File: src/ddr3_msc_pkg.sv
// Constants and types shared by the DDR3 mode switch control block.
package ddr3_msc_pkg;
    // ****************************************
    // Mode register selection on the bank address.
    // ****************************************
    localparam logic [2:0] MR0_SEL = 3'h0; // Mode register 0.
    localparam logic [2:0] MR1_SEL = 3'h1; // Mode register 1.
    localparam logic [2:0] MR3_SEL = 3'h3; // Mode register 3.
    // ****************************************
    // Address bit positions inside mode register writes.
    // ****************************************
    localparam int MR1_DLL_OFF_BIT = 0; // Disables the DLL.
    localparam int MR1_AL_LSB      = 3; // Additive latency field.
    localparam int MR1_RTT_A2      = 2; // Nominal termination bits.
    localparam int MR1_RTT_A6      = 6;
    localparam int MR1_RTT_A9      = 9;
    localparam int MR0_DLL_RST_BIT = 8; // Starts a DLL reset.
    localparam int MR3_CAL_EN_BIT  = 2; // Turns on the pattern readout.
    localparam int MR3_SEL_LSB     = 0; // Pattern select field.
    // ****************************************
    // Latencies and timing counts.
    // ****************************************
    localparam logic [4:0] LAT_CL   = 5'h06; // Read latency supported.
    localparam logic [4:0] LAT_CWL  = 5'h06; // Write latency supported.
    localparam int         CLK_NS   = 10;    // Clock period in ns.
    localparam int         TCKSRE_NS = 10;   // Clock hold after entry.
    localparam logic [3:0] TCKSRE_CK = 4'((TCKSRE_NS + CLK_NS - 1) / CLK_NS);
    localparam logic [9:0] TDLLK_CK = 10'h200; // DLL lock time in cycles.
    // ****************************************
    // Types.
    // ****************************************
    // Command strobes, all active low.
    typedef struct packed {
        logic cs_n;
        logic ras_n;
        logic cas_n;
        logic we_n;
    } cmd_s;
    // Power state of the device.
    typedef enum logic [1:0] {
        PS_ACTIVE = 2'b00,
        PS_PDOWN  = 2'b01,
        PS_SREF   = 2'b10
    } pstate_e;
    // Whole state of the control block.
    typedef struct packed {
        pstate_e     pstate;
        logic        prev_cke;
        logic        cal_mode;
        logic [1:0]  cal_sel;
        logic        dll_off;
        logic [1:0]  al_sel;
        logic        rtt_nom_en;
        logic [3:0]  sre_cnt;
        logic        clk_free;
        logic [9:0]  dllk_cnt;
        logic        dll_locked;
        logic [15:0] rd_pipe;
        logic [15:0] cal_pipe;
        logic        dqs_start;
        logic        rd_cal;
        logic        term_on;
    } st_s;
endpackage

File: src/ddr3_mode_switch_control.sv
// Command decoder for pattern readout, idle commands and DLL-off mode.
// Summary of operation
// RULE1 - MR3 write with A2 set enables pattern
// RULE2 - Controller precharges all banks before enabling
// RULE3 - Reads return pattern data while enabled
// RULE4 - Controller issues only reads until disabled
// RULE5 - No power-down or refresh while enabled
// RULE6 - Reset still clears the pattern mode
// RULE7 - NOP changes nothing in progress
// RULE8 - Deselect ignores all other command inputs
// RULE9 - MR1 A0 selects DLL-off until cleared
// RULE10 - DLL-off supports read and write latency six
// RULE11 - DLL-off read strobe starts one cycle early
// RULE12 - Controller follows DLL-off switch sequence
// RULE13 - CKE high, ODT low after exit for tMOD
// RULE14 - Controller re-enables DLL then resets it
// RULE15 - Controller waits tDLLK before locked-DLL commands
// RULE16 - Clock changes only in refresh or power-down
// RULE17 - Clock ignored after tCKSRE in self refresh
// RULE18 - Power-down change waits tCKSRE, CKE ODT low
// RULE19 - Stable clock before exit, then DLL reset
// RULE20 - ODT low, CKE high during DLL relock
// RULE21 - Termination off when nominal termination disabled
// RULE22 - Optional long calibration needs tZQoper wait
// RULE23 - MR3 write needs BA1 BA0 high, BA2 low
// RULE24 - Pattern select ignored when pattern mode off
// RULE25 - Controller counts waits, sends only idle commands
`timescale 1ns/1ps
module ddr3_mode_switch_control (
    input  wire logic                mclk_in,
    input  wire logic                rstn_in,
    input  wire logic                cke_in,
    input  wire ddr3_msc_pkg::cmd_s  cmd_in,
    input  wire logic [2:0]          ba_in,
    input  wire logic [15:0]         addr_in,
    input  wire logic                odt_in,
    output logic                     cal_mode_out,
    output logic [1:0]               cal_sel_out,
    output logic                     dll_off_out,
    output logic                     dll_locked_out,
    output logic                     dqs_start_out,
    output logic                     rd_cal_out,
    output logic                     term_on_out,
    output logic                     clk_free_out,
    output logic [1:0]               pstate_out
);
    // ****************************************
    // Decoding helpers.
    // ****************************************
    // Matches the four command strobes against a pattern.
    function automatic logic is_cmd(input ddr3_msc_pkg::cmd_s c,
                                    input logic [3:0] pat);
        is_cmd = ({c.cs_n, c.ras_n, c.cas_n, c.we_n} == pat);
    endfunction

    // Read latency from additive latency and DLL state.
    function automatic logic [4:0] rd_lat(input logic [1:0] al,
                                          input logic dll_off);
        logic [4:0] lat;
        lat = ddr3_msc_pkg::LAT_CL;
        // Additive latency: code 1 adds CL-1, code 2 adds CL-2, the reserved code adds none.
        if (al == 2'h1) begin
            lat = 5'(lat + ddr3_msc_pkg::LAT_CL - 5'h01);
        end else if (al == 2'h2) begin
            lat = 5'(lat + ddr3_msc_pkg::LAT_CL - 5'h02);
        end
        // The strobe reference edge moves one cycle earlier.
        if (dll_off) begin
            lat = 5'(lat - 5'h01); // RULE11
        end
        rd_lat = lat;
    endfunction

    // ****************************************
    // State registers and decoded strobes.
    // ****************************************
    ddr3_msc_pkg::st_s st;      // Registered state.
    ddr3_msc_pkg::st_s next_st; // Next state.
    logic cmd_ok;  // Command slot sampled with the clock running.
    logic mrs_cmd; // Mode register set.
    logic rd_cmd;  // Read with or without auto-precharge.
    logic ref_cmd; // Refresh, enters self refresh with CKE low.
    logic nop_cmd; // No-operation.
    logic [4:0] lat; // Current read latency.

    // Commands count only while CKE stays high and the chip is active.
    always_comb begin
        cmd_ok  = cke_in && st.prev_cke
                  && (st.pstate == ddr3_msc_pkg::PS_ACTIVE);
        // Deselect never matches any pattern below.
        mrs_cmd = is_cmd(cmd_in, 4'h0);   // RULE8
        rd_cmd  = is_cmd(cmd_in, 4'h5);
        ref_cmd = is_cmd(cmd_in, 4'h1);
        nop_cmd = is_cmd(cmd_in, 4'h7);   // RULE7
        lat     = rd_lat(st.al_sel, st.dll_off);
    end

    // ****************************************
    // Next state logic.
    // ****************************************
    // Computes all state updates from the command slot, CKE, ODT and the running timers.
    always_comb begin
        next_st = st;
        next_st.prev_cke = cke_in;
        // Lock timer runs down to the locked state. It comes before the mode
        // register writes so that a DLL reset restarts a running count and
        // turning the DLL off stops it; a lock must never show in DLL-off mode.
        if (st.dllk_cnt != 10'h000) begin
            next_st.dllk_cnt = 10'(st.dllk_cnt - 10'h001);
            if (st.dllk_cnt == 10'h001) begin
                next_st.dll_locked = 1'b1;
            end
        end
        // Mode register writes; NOP and deselect fall through untouched.
        if (cmd_ok && mrs_cmd) begin
            case (ba_in)
                ddr3_msc_pkg::MR3_SEL: begin // RULE23
                    next_st.cal_mode = addr_in[ddr3_msc_pkg::MR3_CAL_EN_BIT]; // RULE1
                    // Pattern select only counts when readout is on.
                    if (addr_in[ddr3_msc_pkg::MR3_CAL_EN_BIT]) begin
                        next_st.cal_sel = addr_in[ddr3_msc_pkg::MR3_SEL_LSB +: 2]; // RULE24
                    end
                end
                ddr3_msc_pkg::MR1_SEL: begin
                    next_st.dll_off = addr_in[ddr3_msc_pkg::MR1_DLL_OFF_BIT]; // RULE9
                    next_st.al_sel = addr_in[ddr3_msc_pkg::MR1_AL_LSB +: 2];
                    next_st.rtt_nom_en = addr_in[ddr3_msc_pkg::MR1_RTT_A2]
                                         | addr_in[ddr3_msc_pkg::MR1_RTT_A6]
                                         | addr_in[ddr3_msc_pkg::MR1_RTT_A9];
                    // Turning the DLL off drops any lock.
                    if (addr_in[ddr3_msc_pkg::MR1_DLL_OFF_BIT]) begin
                        next_st.dll_locked = 1'b0;
                        next_st.dllk_cnt = 10'h000;
                    end
                end
                ddr3_msc_pkg::MR0_SEL: begin
                    // A DLL reset with the DLL on starts the lock timer.
                    if (addr_in[ddr3_msc_pkg::MR0_DLL_RST_BIT] && !st.dll_off) begin
                        next_st.dll_locked = 1'b0;
                        next_st.dllk_cnt = ddr3_msc_pkg::TDLLK_CK;
                    end
                end
                default: begin
                    next_st.cal_mode = st.cal_mode;
                end
            endcase
        end
        // Read latency pipeline; a read marks its strobe slot.
        next_st.rd_pipe  = st.rd_pipe >> 1;
        next_st.cal_pipe = st.cal_pipe >> 1;
        if (cmd_ok && rd_cmd) begin
            next_st.rd_pipe = next_st.rd_pipe | (16'h0001 << 5'(lat - 5'h01)); // RULE10
            // Reads in pattern mode are served from the pattern register.
            if (st.cal_mode) begin
                next_st.cal_pipe = next_st.cal_pipe | (16'h0001 << 5'(lat - 5'h01)); // RULE3
            end
        end
        next_st.dqs_start = st.rd_pipe[0];
        next_st.rd_cal    = st.cal_pipe[0];
        // DLL-off mode has no termination support, so it is forced off there.
        // Termination follows ODT only while nominal termination is on.
        next_st.term_on = st.rtt_nom_en && odt_in && !st.dll_off
                          && (st.pstate == ddr3_msc_pkg::PS_ACTIVE); // RULE21
        // Power state tracking on CKE.
        case (st.pstate)
            ddr3_msc_pkg::PS_ACTIVE: begin
                // CKE falling picks self refresh or power-down.
                if (st.prev_cke && !cke_in) begin
                    if (ref_cmd) begin
                        next_st.pstate = ddr3_msc_pkg::PS_SREF;
                    end else begin
                        next_st.pstate = ddr3_msc_pkg::PS_PDOWN;
                    end
                    next_st.sre_cnt = 4'h0;
                end
            end
            ddr3_msc_pkg::PS_PDOWN, ddr3_msc_pkg::PS_SREF: begin
                // After tCKSRE the clock no longer matters.
                if (st.sre_cnt != ddr3_msc_pkg::TCKSRE_CK) begin
                    next_st.sre_cnt = 4'(st.sre_cnt + 4'h1);
                end else begin
                    next_st.clk_free = 1'b1; // RULE17
                end
                // CKE high ends the low power state.
                if (cke_in) begin
                    next_st.pstate = ddr3_msc_pkg::PS_ACTIVE;
                    next_st.clk_free = 1'b0;
                end
            end
            default: begin
                next_st.pstate = ddr3_msc_pkg::PS_ACTIVE;
            end
        endcase
    end

    // ****************************************
    // State register.
    // ****************************************
    // Reset clears every mode, including the pattern mode.
    // Every field returns to zero, so the first edge after release sees CKE
    // as low and no command can be taken before the second edge.
    always_ff @(posedge mclk_in or negedge rstn_in) begin
        if (!rstn_in) begin
            st <= '0; // RULE6
        end else begin
            st <= next_st;
        end
    end

    // Outputs come straight from the state flops.
    assign cal_mode_out   = st.cal_mode;
    assign cal_sel_out    = st.cal_sel;
    assign dll_off_out    = st.dll_off;
    assign dll_locked_out = st.dll_locked;
    assign dqs_start_out  = st.dqs_start;
    assign rd_cal_out     = st.rd_cal;
    assign term_on_out    = st.term_on;
    assign clk_free_out   = st.clk_free;
    assign pstate_out     = st.pstate;
endmodule

File: config.mk
export PLATFORM = sky130hd
export DESIGN_NAME = ddr3_mode_switch_control
export DESIGN_NICKNAME = d
export VERILOG_FILES = /design/src/ddr3_msc_pkg.sv /design/src/ddr3_mode_switch_control.sv
export SDC_FILE = /design/constraint.sdc
export NUM_CORES = 1
export LEC_CHECK = 0
export ABC_CLOCK_PERIOD_IN_PS = 1800
export BUFFER_PORTS_ARGS = -buffer_cell sky130_fd_sc_hd__buf_2
export CELL_PAD_IN_SITES_DETAIL_PLACEMENT = 0
export CELL_PAD_IN_SITES_GLOBAL_PLACEMENT = 1
export CORE_ASPECT_RATIO = 1.5
export CORE_MARGIN = 2
export CORE_UTILIZATION = 41
export DETAILED_ROUTE_END_ITERATION = 10
export PLACE_DENSITY = 0.86
export SKIP_LAST_GASP = 1
export SYNTH_ARGS = -nofsm -noshare
export SYNTH_HDL_FRONTEND = slang
export SYNTH_SLANG_ARGS = --single-unit
File: constraint.sdc
create_clock -name mclk_in -period 1.8 [get_ports mclk_in]
set_input_delay 0.09 -clock mclk_in [delete_from_list [all_inputs] [get_ports mclk_in]]
set_output_delay 0.09 -clock mclk_in [all_outputs]
set_load 0.02 [all_outputs]
==> results of run 1 <==
## timing repair
action                                  in CTS  in global routing
hold endpoints to repair                    65                  0
buffers inserted                             0                  1
hold buffers                                 5                  0
pin swaps                                    0                  4
resized for setup                            1                  7
endpoints found under the setup margin       3                 14
## routing by layer
layer | vias up | GRT usage
met2 | 34 | 0.2700
met1 | 902 | 0.1844
li1 | 893 | -
met4 | 0 | 0.06953
met5 | - | 0
met3 | 4 | 0.04942
## sequential cells by signal (all words and copies together), names as in the netlist
signal and cells:
dqs_start_out 1, dll_off_out 1, term_on_out 1, dll_locked_out 1
st 48, clk_free_out 1, pstate_out 2, cal_sel_out 2
cal_mode_out 1, next_st 2, rd_cal_out 1
## worst max-delay path by stage
stage | end | slack, ns | cells after the start
detailed placement | st[37] | -0.06 | 4
CTS | st[37] | 0.03 | 4
floorplan | dll_off_out | -0.02 | 7
global placement | st[37] | -0.02 | 4
global route | st[14] | -0.008 | 7
finish | st[45] | 0.08 | 4
## layout by cell type (no fill, tap or decap), types with 3 or more instances in the layout
cell           count
nor2b_1            5
nand2_1            5
xnor2_1            4
inv_1             11
nor2_1            12
a21o_1             7
a21oi_1            9
or3_1              4
buf_2             29
mux2_2             5
nor3_1             6
a31o_2             8
clkbuf_8           9
dlygate4sd3_1      5
dfrtp_1           61
o21ai_0            7
ha_1              10
buf_4             16
or2_2              3
## per-stage QoR
stage / TNS [ns] / hold slack (ns)
after floorplan: -0.07831 / -0.2056
after global placement: -0.01965 / 0.1223
after detailed placement: -0.08429 / 0.1262
after CTS: 0 / 0.0003749
after global routing: -0.008061 / 0.03365
final: 0 / 0.01491
## kinds of logic after synthesis
group / Yosys count / synth area share
compound gates: 49 / 0.1293
xor+xnor: 5 / 0.01623
fa+ha+maj: 10 / 0.04636
buf+inv: 34 / 0.05656
flops: 61 / 0.5656
mux: 8 / 0.03245
other cells: 1 / 0.001389
simple gates: 66 / 0.1521
## final cells by class
type                            instances  area (um2)  area share
Sequential cell                        61        1526      0.4651
Multi-Input combinational cell        140        1070      0.3260
Timing Repair Buffer                   51       335.3      0.1022
Clock buffer                           10       127.6     0.03889
Tap cell                               76       95.09     0.02897
Clock inverter                          6       86.33     0.02631
Inverter                               11       41.29     0.01258
## where the power goes
| part | internal (mW) | leakage, nW | switching, mW |
|---|---|---|---|
| clock network | 0.779 | 0.107 | 0.544 |
| registers | 1.56 | 0.728 | 0.146 |
| logic | 0.526 | 0.654 | 0.610 |
==> results.json, run 1 <==
{
  "critPathMaxFanout": 7,
  "skew_ns": 0.009674,
  "dr_total_vias": 1833,
  "grt_max_degree": 62,
  "synth.area.top_cells": "dfrtp_1 57%, ha_1 4.6%, a31o_2 2.6%",
  "hp-class": "input pin to flop",
  "rr_worst_depth": 4,
  "hold_depth": 2,
  "synth_top_cell_by_area": "dfrtp_1",
  "layout-drive-gt1-share": 0.3226,
  "cts-root-buf": "clkbuf_8",
  "fp.dieW_um": 70.25,
  "die_area_um2": 7261,
  "syn_inst": 234,
  "synth-seq-cells": 61,
  "wire_per_inst_um": 14.37,
  "viasPerCell": 5.163,
  "power_mw": 4.165,
  "gp_congestion": 0.7337,
  "clock_path_buffers": 2,
  "dp_cells": 333,
  "core_area_um2": 6441,
  "wl_met1_um": 2220,
  "finalSetupViolations": 0,
  "nFillCells": 578,
  "synth_top_area_frac": 0.5656,
  "hpwl_um": 3517,
  "cts_max_level": 3,
  "io_buffer_count": 29,
  "drc_errors": 0,
  "cts_tree": "built",
  "slowest_stage": "or4_4",
  "pre_cts_slack_ns": -0.05821,
  "r2r_end": "st[45]",
  "route.met3.wl_um": 203,
  "wl_met2_um": 2609,
  "top_layer_used": "met4",
  "antenna_violating_nets_post_route": 0,
  "synth_ff_type": "dfrtp_1",
  "fin_util": 0.5095,
  "routed_wl_um": 5100,
  "fin_ws_ns": 0.07542,
  "synthMostInstantiatedCell": "dfrtp_1",
  "status": "complete, no violations",
  "numClockSinks": 61,
  "grt_pass1_vias": 1852,
  "grt_use_total": 0.1583,
  "dpl-instance-area_um2": 2977,
  "crit_family": "compound AO/OA/AOI/OAI gates",
  "crit_start": "st[39]",
  "fmaxAchievable_ghz": 0.5799,
  "numCtsBuffers": 9,
  "crit_type": "flop to flop",
  "maxCapViolCount": 0,
  "worst_r2r_startpoint": "st[39]",
  "reg2reg_slack_ns": 0.08,
  "synth_common_cells": "61 x dfrtp_1, 14 x clkbuf_1, 12 x nor2_1",
  "drtIter0Drc": 109,
  "fin_crit_ns": 1.725,
  "leakage_nw": 1.488,
  "cp.buffers_inverters": 0,
  "grt-ovfl-total": 0,
  "hold_end": "st[45]",
  "crit_chain": "or4_4 > o31a_1 > a311oi_2 > o21ai_1",
  "start_util": 0.4190,
  "ios": 38,
  "crit_required_ns": 2.03,
  "finalInstanceArea_um2": 3282,
  "dr.pass1.iters": 4,
  "yosysWarnings": 0,
  "p_per_area_nw_per_um2": 1269,
  "ys_async_sr_fraction": 1.000,
  "syn_area_um2": 2699,
  "cp-start-kind": "flop",
  "fp.dieH_um": 103.4,
  "num_rows": 36,
  "clk_pin_slew_ns": 0.08,
  "synth-edff-count": 0,
  "critPathArrivalTime_ns": 1.96,
  "fin_nets": 311,
  "fin_crit_sh": 0.9581,
  "stdcell_count": 355,
  "syn2layout_area_growth_pct": 21.60,
  "cp-end-kind": "flop",
  "clkLatencyLatePin_ns": 0.34,
  "antennaDiodeCount": 0,
  "ys_types": 53,
  "grt_pass1_wl_um": 8763,
  "timing.final.max_slew_violations": 0,
  "ir_worst_vdd_mv": 0.7785,
  "max_stage_delay_ns": 0.61,
  "grt_antenna_before_repair": 0,
  "rsz0062_at_grt": "yes",
  "min_from": "ba_in[0]",
  "postSynthAreaPerCell_um2": 11.53,
  "yosysSeqAreaShare": 0.5656,
  "final-hold-violation-count": 0
}
(Power assumes the default switching activity.)
==> run 2, diff against run 1 <==
==> constraint.sdc (replaced) <==
create_clock -name mclk_in -period 1.8 [get_ports mclk_in]
set_input_delay 0.36 -clock mclk_in [delete_from_list [all_inputs] [get_ports mclk_in]]
set_output_delay 0.36 -clock mclk_in [all_outputs]
set_load 0.02 [all_outputs]
==> run 2 against run 1 <==
Against the previous run: total power fell by 3.0%; non-clock buffer count shrank 2; routed wire length is 1.3% lower; critical path depth rose by 1; global-route usage is 0.18 points lower; sequential power is essentially flat; via count fell by 0.65%; cell count fell by 0.56%; worst setup slack got worse by 0.071 ns; combinational power is essentially flat; highest routed layer unchanged.
==> results.json, run 2 (synthesized netlist as in run 1, its figures left out) <==
{
  "ios": 38,
  "routed_wl_um": 5032,
  "start_util": 0.4190,
  "core_area_um2": 6441,
  "cp-start-kind": "flop",
  "r2r_end": "st[45]",
  "maxCapViolCount": 0,
  "ir_worst_vdd_mv": 0.6772,
  "hpwl_um": 3553,
  "clkLatencyLatePin_ns": 0.34,
  "wl_met1_um": 2217,
  "viasPerCell": 5.159,
  "fp.dieH_um": 103.4,
  "largest-register": "st",
  "largest_reg_flops": 48,
  "wire_per_inst_um": 14.25,
  "dr.pass1.iters": 4,
  "dr_total_vias": 1821,
  "io_buffer_count": 29,
  "grt_antenna_before_repair": 0,
  "fp.dieW_um": 70.25,
  "finalSetupViolations": 0,
  "fin_nets": 309,
  "grt_max_degree": 62,
  "ctsHoldBuffers": 0,
  "nFillCells": 588,
  "antennaDiodeCount": 0,
  "cp-endpoint": "st[45]",
  "critPathMaxFanout": 7,
  "holdWs_ns": 0.004206,
  "pwr-share-seq": 0.420,
  "crit_required_ns": 2.03,
  "route.met3.wl_um": 158,
  "drc_errors": 0,
  "crit_type": "flop to flop",
  "skew_ns": 0.01116,
  "power_frac_clock": 0.299,
  "clock_path_buffers": 2,
  "worst_r2r_startpoint": "st[41]",
  "swShare": 0.3215,
  "fin_crit_sh": 0.9973,
  "reg2reg_slack_ns": 0.005,
  "mostFrequentLayoutCells": "61 x dfrtp_1, 29 x buf_2, 18 x buf_4, 12 x nor2_1, 11 x inv_1",
  "cts_tree": "built",
  "internal_power_mw": 2.741,
  "grt_use_total": 0.1566,
  "grt-ovfl-total": 0,
  "final-hold-violation-count": 0,
  "layout-drive-gt1-share": 0.3285,
  "clk_pin_slew_ns": 0.08,
  "status": "complete, no violations",
  "hp-class": "input pin to asynchronous set/reset pin",
  "top_layer_used": "met4",
  "rsz0062_at_grt": "yes",
  "fin_crit_ns": 1.795,
  "wl_met2_um": 2470,
  "cp-end-kind": "flop",
  "numCtsBuffers": 9,
  "numClockSinks": 61,
  "drtIter0Drc": 87,
  "grt_pass1_wl_um": 8562,
  "final_common_cell": "dfrtp_1",
  "num_rows": 36,
  "p_comb_frac": 0.281,
  "syn2layout_area_growth_pct": 19.70,
  "critPathArrivalTime_ns": 2.02,
  "dp_cells": 336,
  "leakage_nw": 1.470,
  "cts_max_level": 3,
  "rr_worst_depth": 5,
  "cts-root-buf": "clkbuf_8",
  "power.switching_mw": 1.299,
  "gp_congestion": 0.7958,
  "crit_start": "st[41]",
  "die_area_um2": 7261,
  "antenna_violating_nets_post_route": 0,
  "p_per_area_nw_per_um2": 1251,
  "fmaxAchievable_ghz": 0.5570,
  "timing.final.max_slew_violations": 0,
  "grt_pass1_vias": 1829,
  "stdcell_count": 353
}
[run 2: worst min-delay path by stage]
stage | start | endpoint | slack (ns) | depth (start not counted)
2_1_floorplan | rstn_in | cal_mode_out | 0.06 | 0
3_5_place_dp | next_st[2] | dqs_start_out | 0.34 | 0
6_report | rstn_in | st[41] | 0.004 | 2
3_3_place_gp | st[23] | st[22] | 0.33 | 0
4_1_cts | rstn_in | st[42] | 0.02 | 2
5_1_grt | rstn_in | st[41] | 0.03 | 2
[run 2: critical path: stages, from the launching register on]
cell      delay (ns)
dfrtp_1         0.38
or4_4           0.53
buf_6           0.15
o31a_1          0.25
a311oi_1        0.25
o21ai_1         0.11
[run 2: cell type report]
| class | count | area, um2 | area share |
|---|---|---|---|
| multi-input cells | 140 | 1059 | 0.3277 |
| flip-flops and latches | 61 | 1526 | 0.4725 |
| inverters | 11 | 41.29 | 0.01278 |
| repair buffers | 49 | 311.5 | 0.09644 |
| clock inverters | 7 | 73.82 | 0.02285 |
| clock buffers | 9 | 123.9 | 0.03834 |
| well taps | 76 | 95.09 | 0.02943 |
[run 2: stage by stage]
stage                     setup slack [ns]  cell area (um2)  setup TNS (ns)  power, mW  utilization
final                             0.004825             3231               0      4.041       0.5016
after global routing              -0.04104             3231         -0.1669      4.311       0.5016
after CTS                          0.01385             3197               0      4.073       0.4963
after detailed placement           -0.1677             2999          -2.423      2.850       0.4656
after global placement             -0.1698             2999          -1.909      2.810       0.4656
after floorplan                   -0.01887             2715        -0.07831      2.455            -
[run 2: layer usage]
metal  vias to the layer above  global-route usage
li1                        890                   -
met1                       882              0.1799
met2                        34              0.2540
met3                        15             0.04070
met4                         0              0.1139
met5                         -                   0
[run 2: what timing repair did]
| item | CTS | global route |
|---|---|---|
| setup endpoints to repair | 1 | 17 |
| hold endpoints to repair | 0 | 0 |
| setup buffers | 0 | 1 |
| pin swaps | 1 | 5 |
| resized for setup | 0 | 6 |
[run 2: power by group through the flow]
stage	Clock (mW)	Combinational, mW	Sequential (mW)
after floorplan	0	0.723	1.73
after global placement	0	1.10	1.71
after detailed placement	0	1.13	1.72
after CTS	1.24	1.14	1.69
after global routing	1.30	1.29	1.72
final	1.21	1.14	1.70
==> run 3, diff against run 2 <==
--- a/config.mk
+++ b/config.mk
@@ -11,9 +11,10 @@
 export CELL_PAD_IN_SITES_GLOBAL_PLACEMENT = 1
 export CORE_ASPECT_RATIO = 1.5
 export CORE_MARGIN = 2
-export CORE_UTILIZATION = 41
+export CORE_UTILIZATION = 40
 export DETAILED_ROUTE_END_ITERATION = 10
-export PLACE_DENSITY = 0.86
+export HOLD_SLACK_MARGIN = 0.02
+export PLACE_DENSITY = 0.85
 export SKIP_LAST_GASP = 1
 export SYNTH_ARGS = -nofsm -noshare
 export SYNTH_HDL_FRONTEND = slang
==> run 3 against run 2 <==
Against the previous run: design area rose by 1.1%; maximum frequency rose by 3.1%; clock power rose by 7%; die area rose by 2.4%; total power rose by 3.2%; critical path type unchanged; largest power group unchanged; highest routed layer unchanged.
==> results.json, run 3 (synthesized netlist as in run 1, its figures left out) <==
{
  "start_util": 0.4132,
  "power_mw": 4.170,
  "clock_path_buffers": 2,
  "num_rows": 36,
  "register_area_um2": 1526,
  "cp-end-kind": "flop",
  "gp_congestion": 0.7613,
  "layout-drive-gt1-share": 0.3369,
  "final_common_cell": "dfrtp_1",
  "finalSetupViolations": 0,
  "status": "complete, no violations",
  "cts_tree": "built",
  "fmaxAchievable_ghz": 0.5744,
  "crit_type": "flop to flop",
  "finalInstanceArea_um2": 3267,
  "rsz0062_at_grt": "no",
  "dr_total_vias": 1868,
  "numCtsBuffers": 9,
  "viasPerCell": 5.262,
  "io_buffer_count": 29,
  "clkLatencyLatePin_ns": 0.33,
  "cp-start-kind": "flop",
  "hp-class": "input pin to flop",
  "largest_reg_flops": 48,
  "cts-root-buf": "clkbuf_8",
  "multi_input_area_um2": 1079,
  "largest-register": "st",
  "leakage_nw": 1.492,
  "skew_ns": 0.005577,
  "ir_worst_vdd_mv": 0.7436,
  "die_area_um2": 7433,
  "fp.dieW_um": 71.07,
  "dr.pass1.iters": 4,
  "grt_use_total": 0.1532,
  "grt_max_degree": 39,
  "mostFrequentLayoutCells": "61 x dfrtp_1, 29 x buf_2, 22 x buf_4, 12 x nor2_1",
  "fin_crit_sh": 0.9672,
  "drtIter0Drc": 51,
  "wire_per_inst_um": 14.59,
  "grt-ovfl-total": 0,
  "hpwl_um": 3700,
  "drc_errors": 0,
  "timing.final.max_slew_violations": 0,
  "dpl-instance-area_um2": 3002,
  "reg2reg_slack_ns": 0.06,
  "clk_pin_slew_ns": 0.07,
  "grt_pass1_wl_um": 8914,
  "critPathMaxFanout": 7,
  "antenna_violating_nets_post_route": 0,
  "nFillCells": 586,
  "fin_util": 0.5002,
  "syn2layout_area_growth_pct": 21.05,
  "fp.dieH_um": 104.6,
  "numClockSinks": 61,
  "tns_ns": 0,
  "core_area_um2": 6531,
  "antennaDiodeCount": 0,
  "fin_crit_ns": 1.741,
  "crit_required_ns": 2.06,
  "ios": 38,
  "p_per_area_nw_per_um2": 1277,
  "cts_max_level": 3,
  "final-hold-violation-count": 0,
  "maxCapViolCount": 0,
  "grt_pass1_vias": 1918,
  "fin_nets": 312,
  "routed_wl_um": 5181,
  "critPathArrivalTime_ns": 2.00,
  "grt_antenna_before_repair": 0
}
==> run 3: where the power goes <==
group	switching [mW]	leakage (nW)	internal [mW]
Combinational	0.620	0.661	0.564
Sequential	0.141	0.728	1.56
Clock	0.512	0.103	0.773
==> run 3: cell type report <==
class	count	area share
Clock buffer	11	0.04021
Timing Repair Buffer	52	0.09805
Tap cell	76	0.02911
Sequential cell	61	0.4673
Multi-Input combinational cell	140	0.3301
Inverter	11	0.01264
Clock inverter	4	0.02260
==> run 3: path summary, 6_finish.rpt <==
path | to | cells after the start | from
max | st[45] | 4 | st[39]
min | st[58] | 1 | cke_in
max reg2reg | st[45] | 4 | st[39]
min reg2reg | st[6] | 0 | st[7]
max in group asynchronous | st[34] | 3 | rstn_in
min in group asynchronous | st[43] | 3 | rstn_in
==> run 3: metal layers <==
metal,vias up,global-route usage,share of wire
met5,-,0,0
met4,0,0.06065,0.011
met3,7,0.04243,0.035
met2,30,0.2563,0.52
met1,935,0.1846,0.43
li1,896,-,-
==> run 3: metrics by stage <==
stage          setup slack [ns]  hold WS (ns)  std cells
2_1_floorplan          -0.01887       0.06441        235
3_3_place_gp            -0.1738        0.3341        338
3_5_place_dp            -0.1565        0.3355        338
4_1_cts                 0.03645        0.2096        354
5_1_grt                0.003447        0.2238        355
6_report                0.05906        0.2368        355
==> run 3: critical path, stage by stage, from the launching register on <==
cell and delay [ns]:
dfrtp_1 0.39, or4_4 0.61, nor4b_1 0.45, a311oi_1 0.09
o21ai_1 0.13
==> run 3: repair_timing <==
| item | in CTS | in global routing |
|---|---|---|
| endpoints found under the setup margin | 2 | 17 |
| hold buffers | 1 | 0 |
| setup buffers | 0 | 1 |
| hold endpoints to repair | 17 | 0 |
| pin swaps | 0 | 2 |
| gates resized for setup | 1 | 10 |
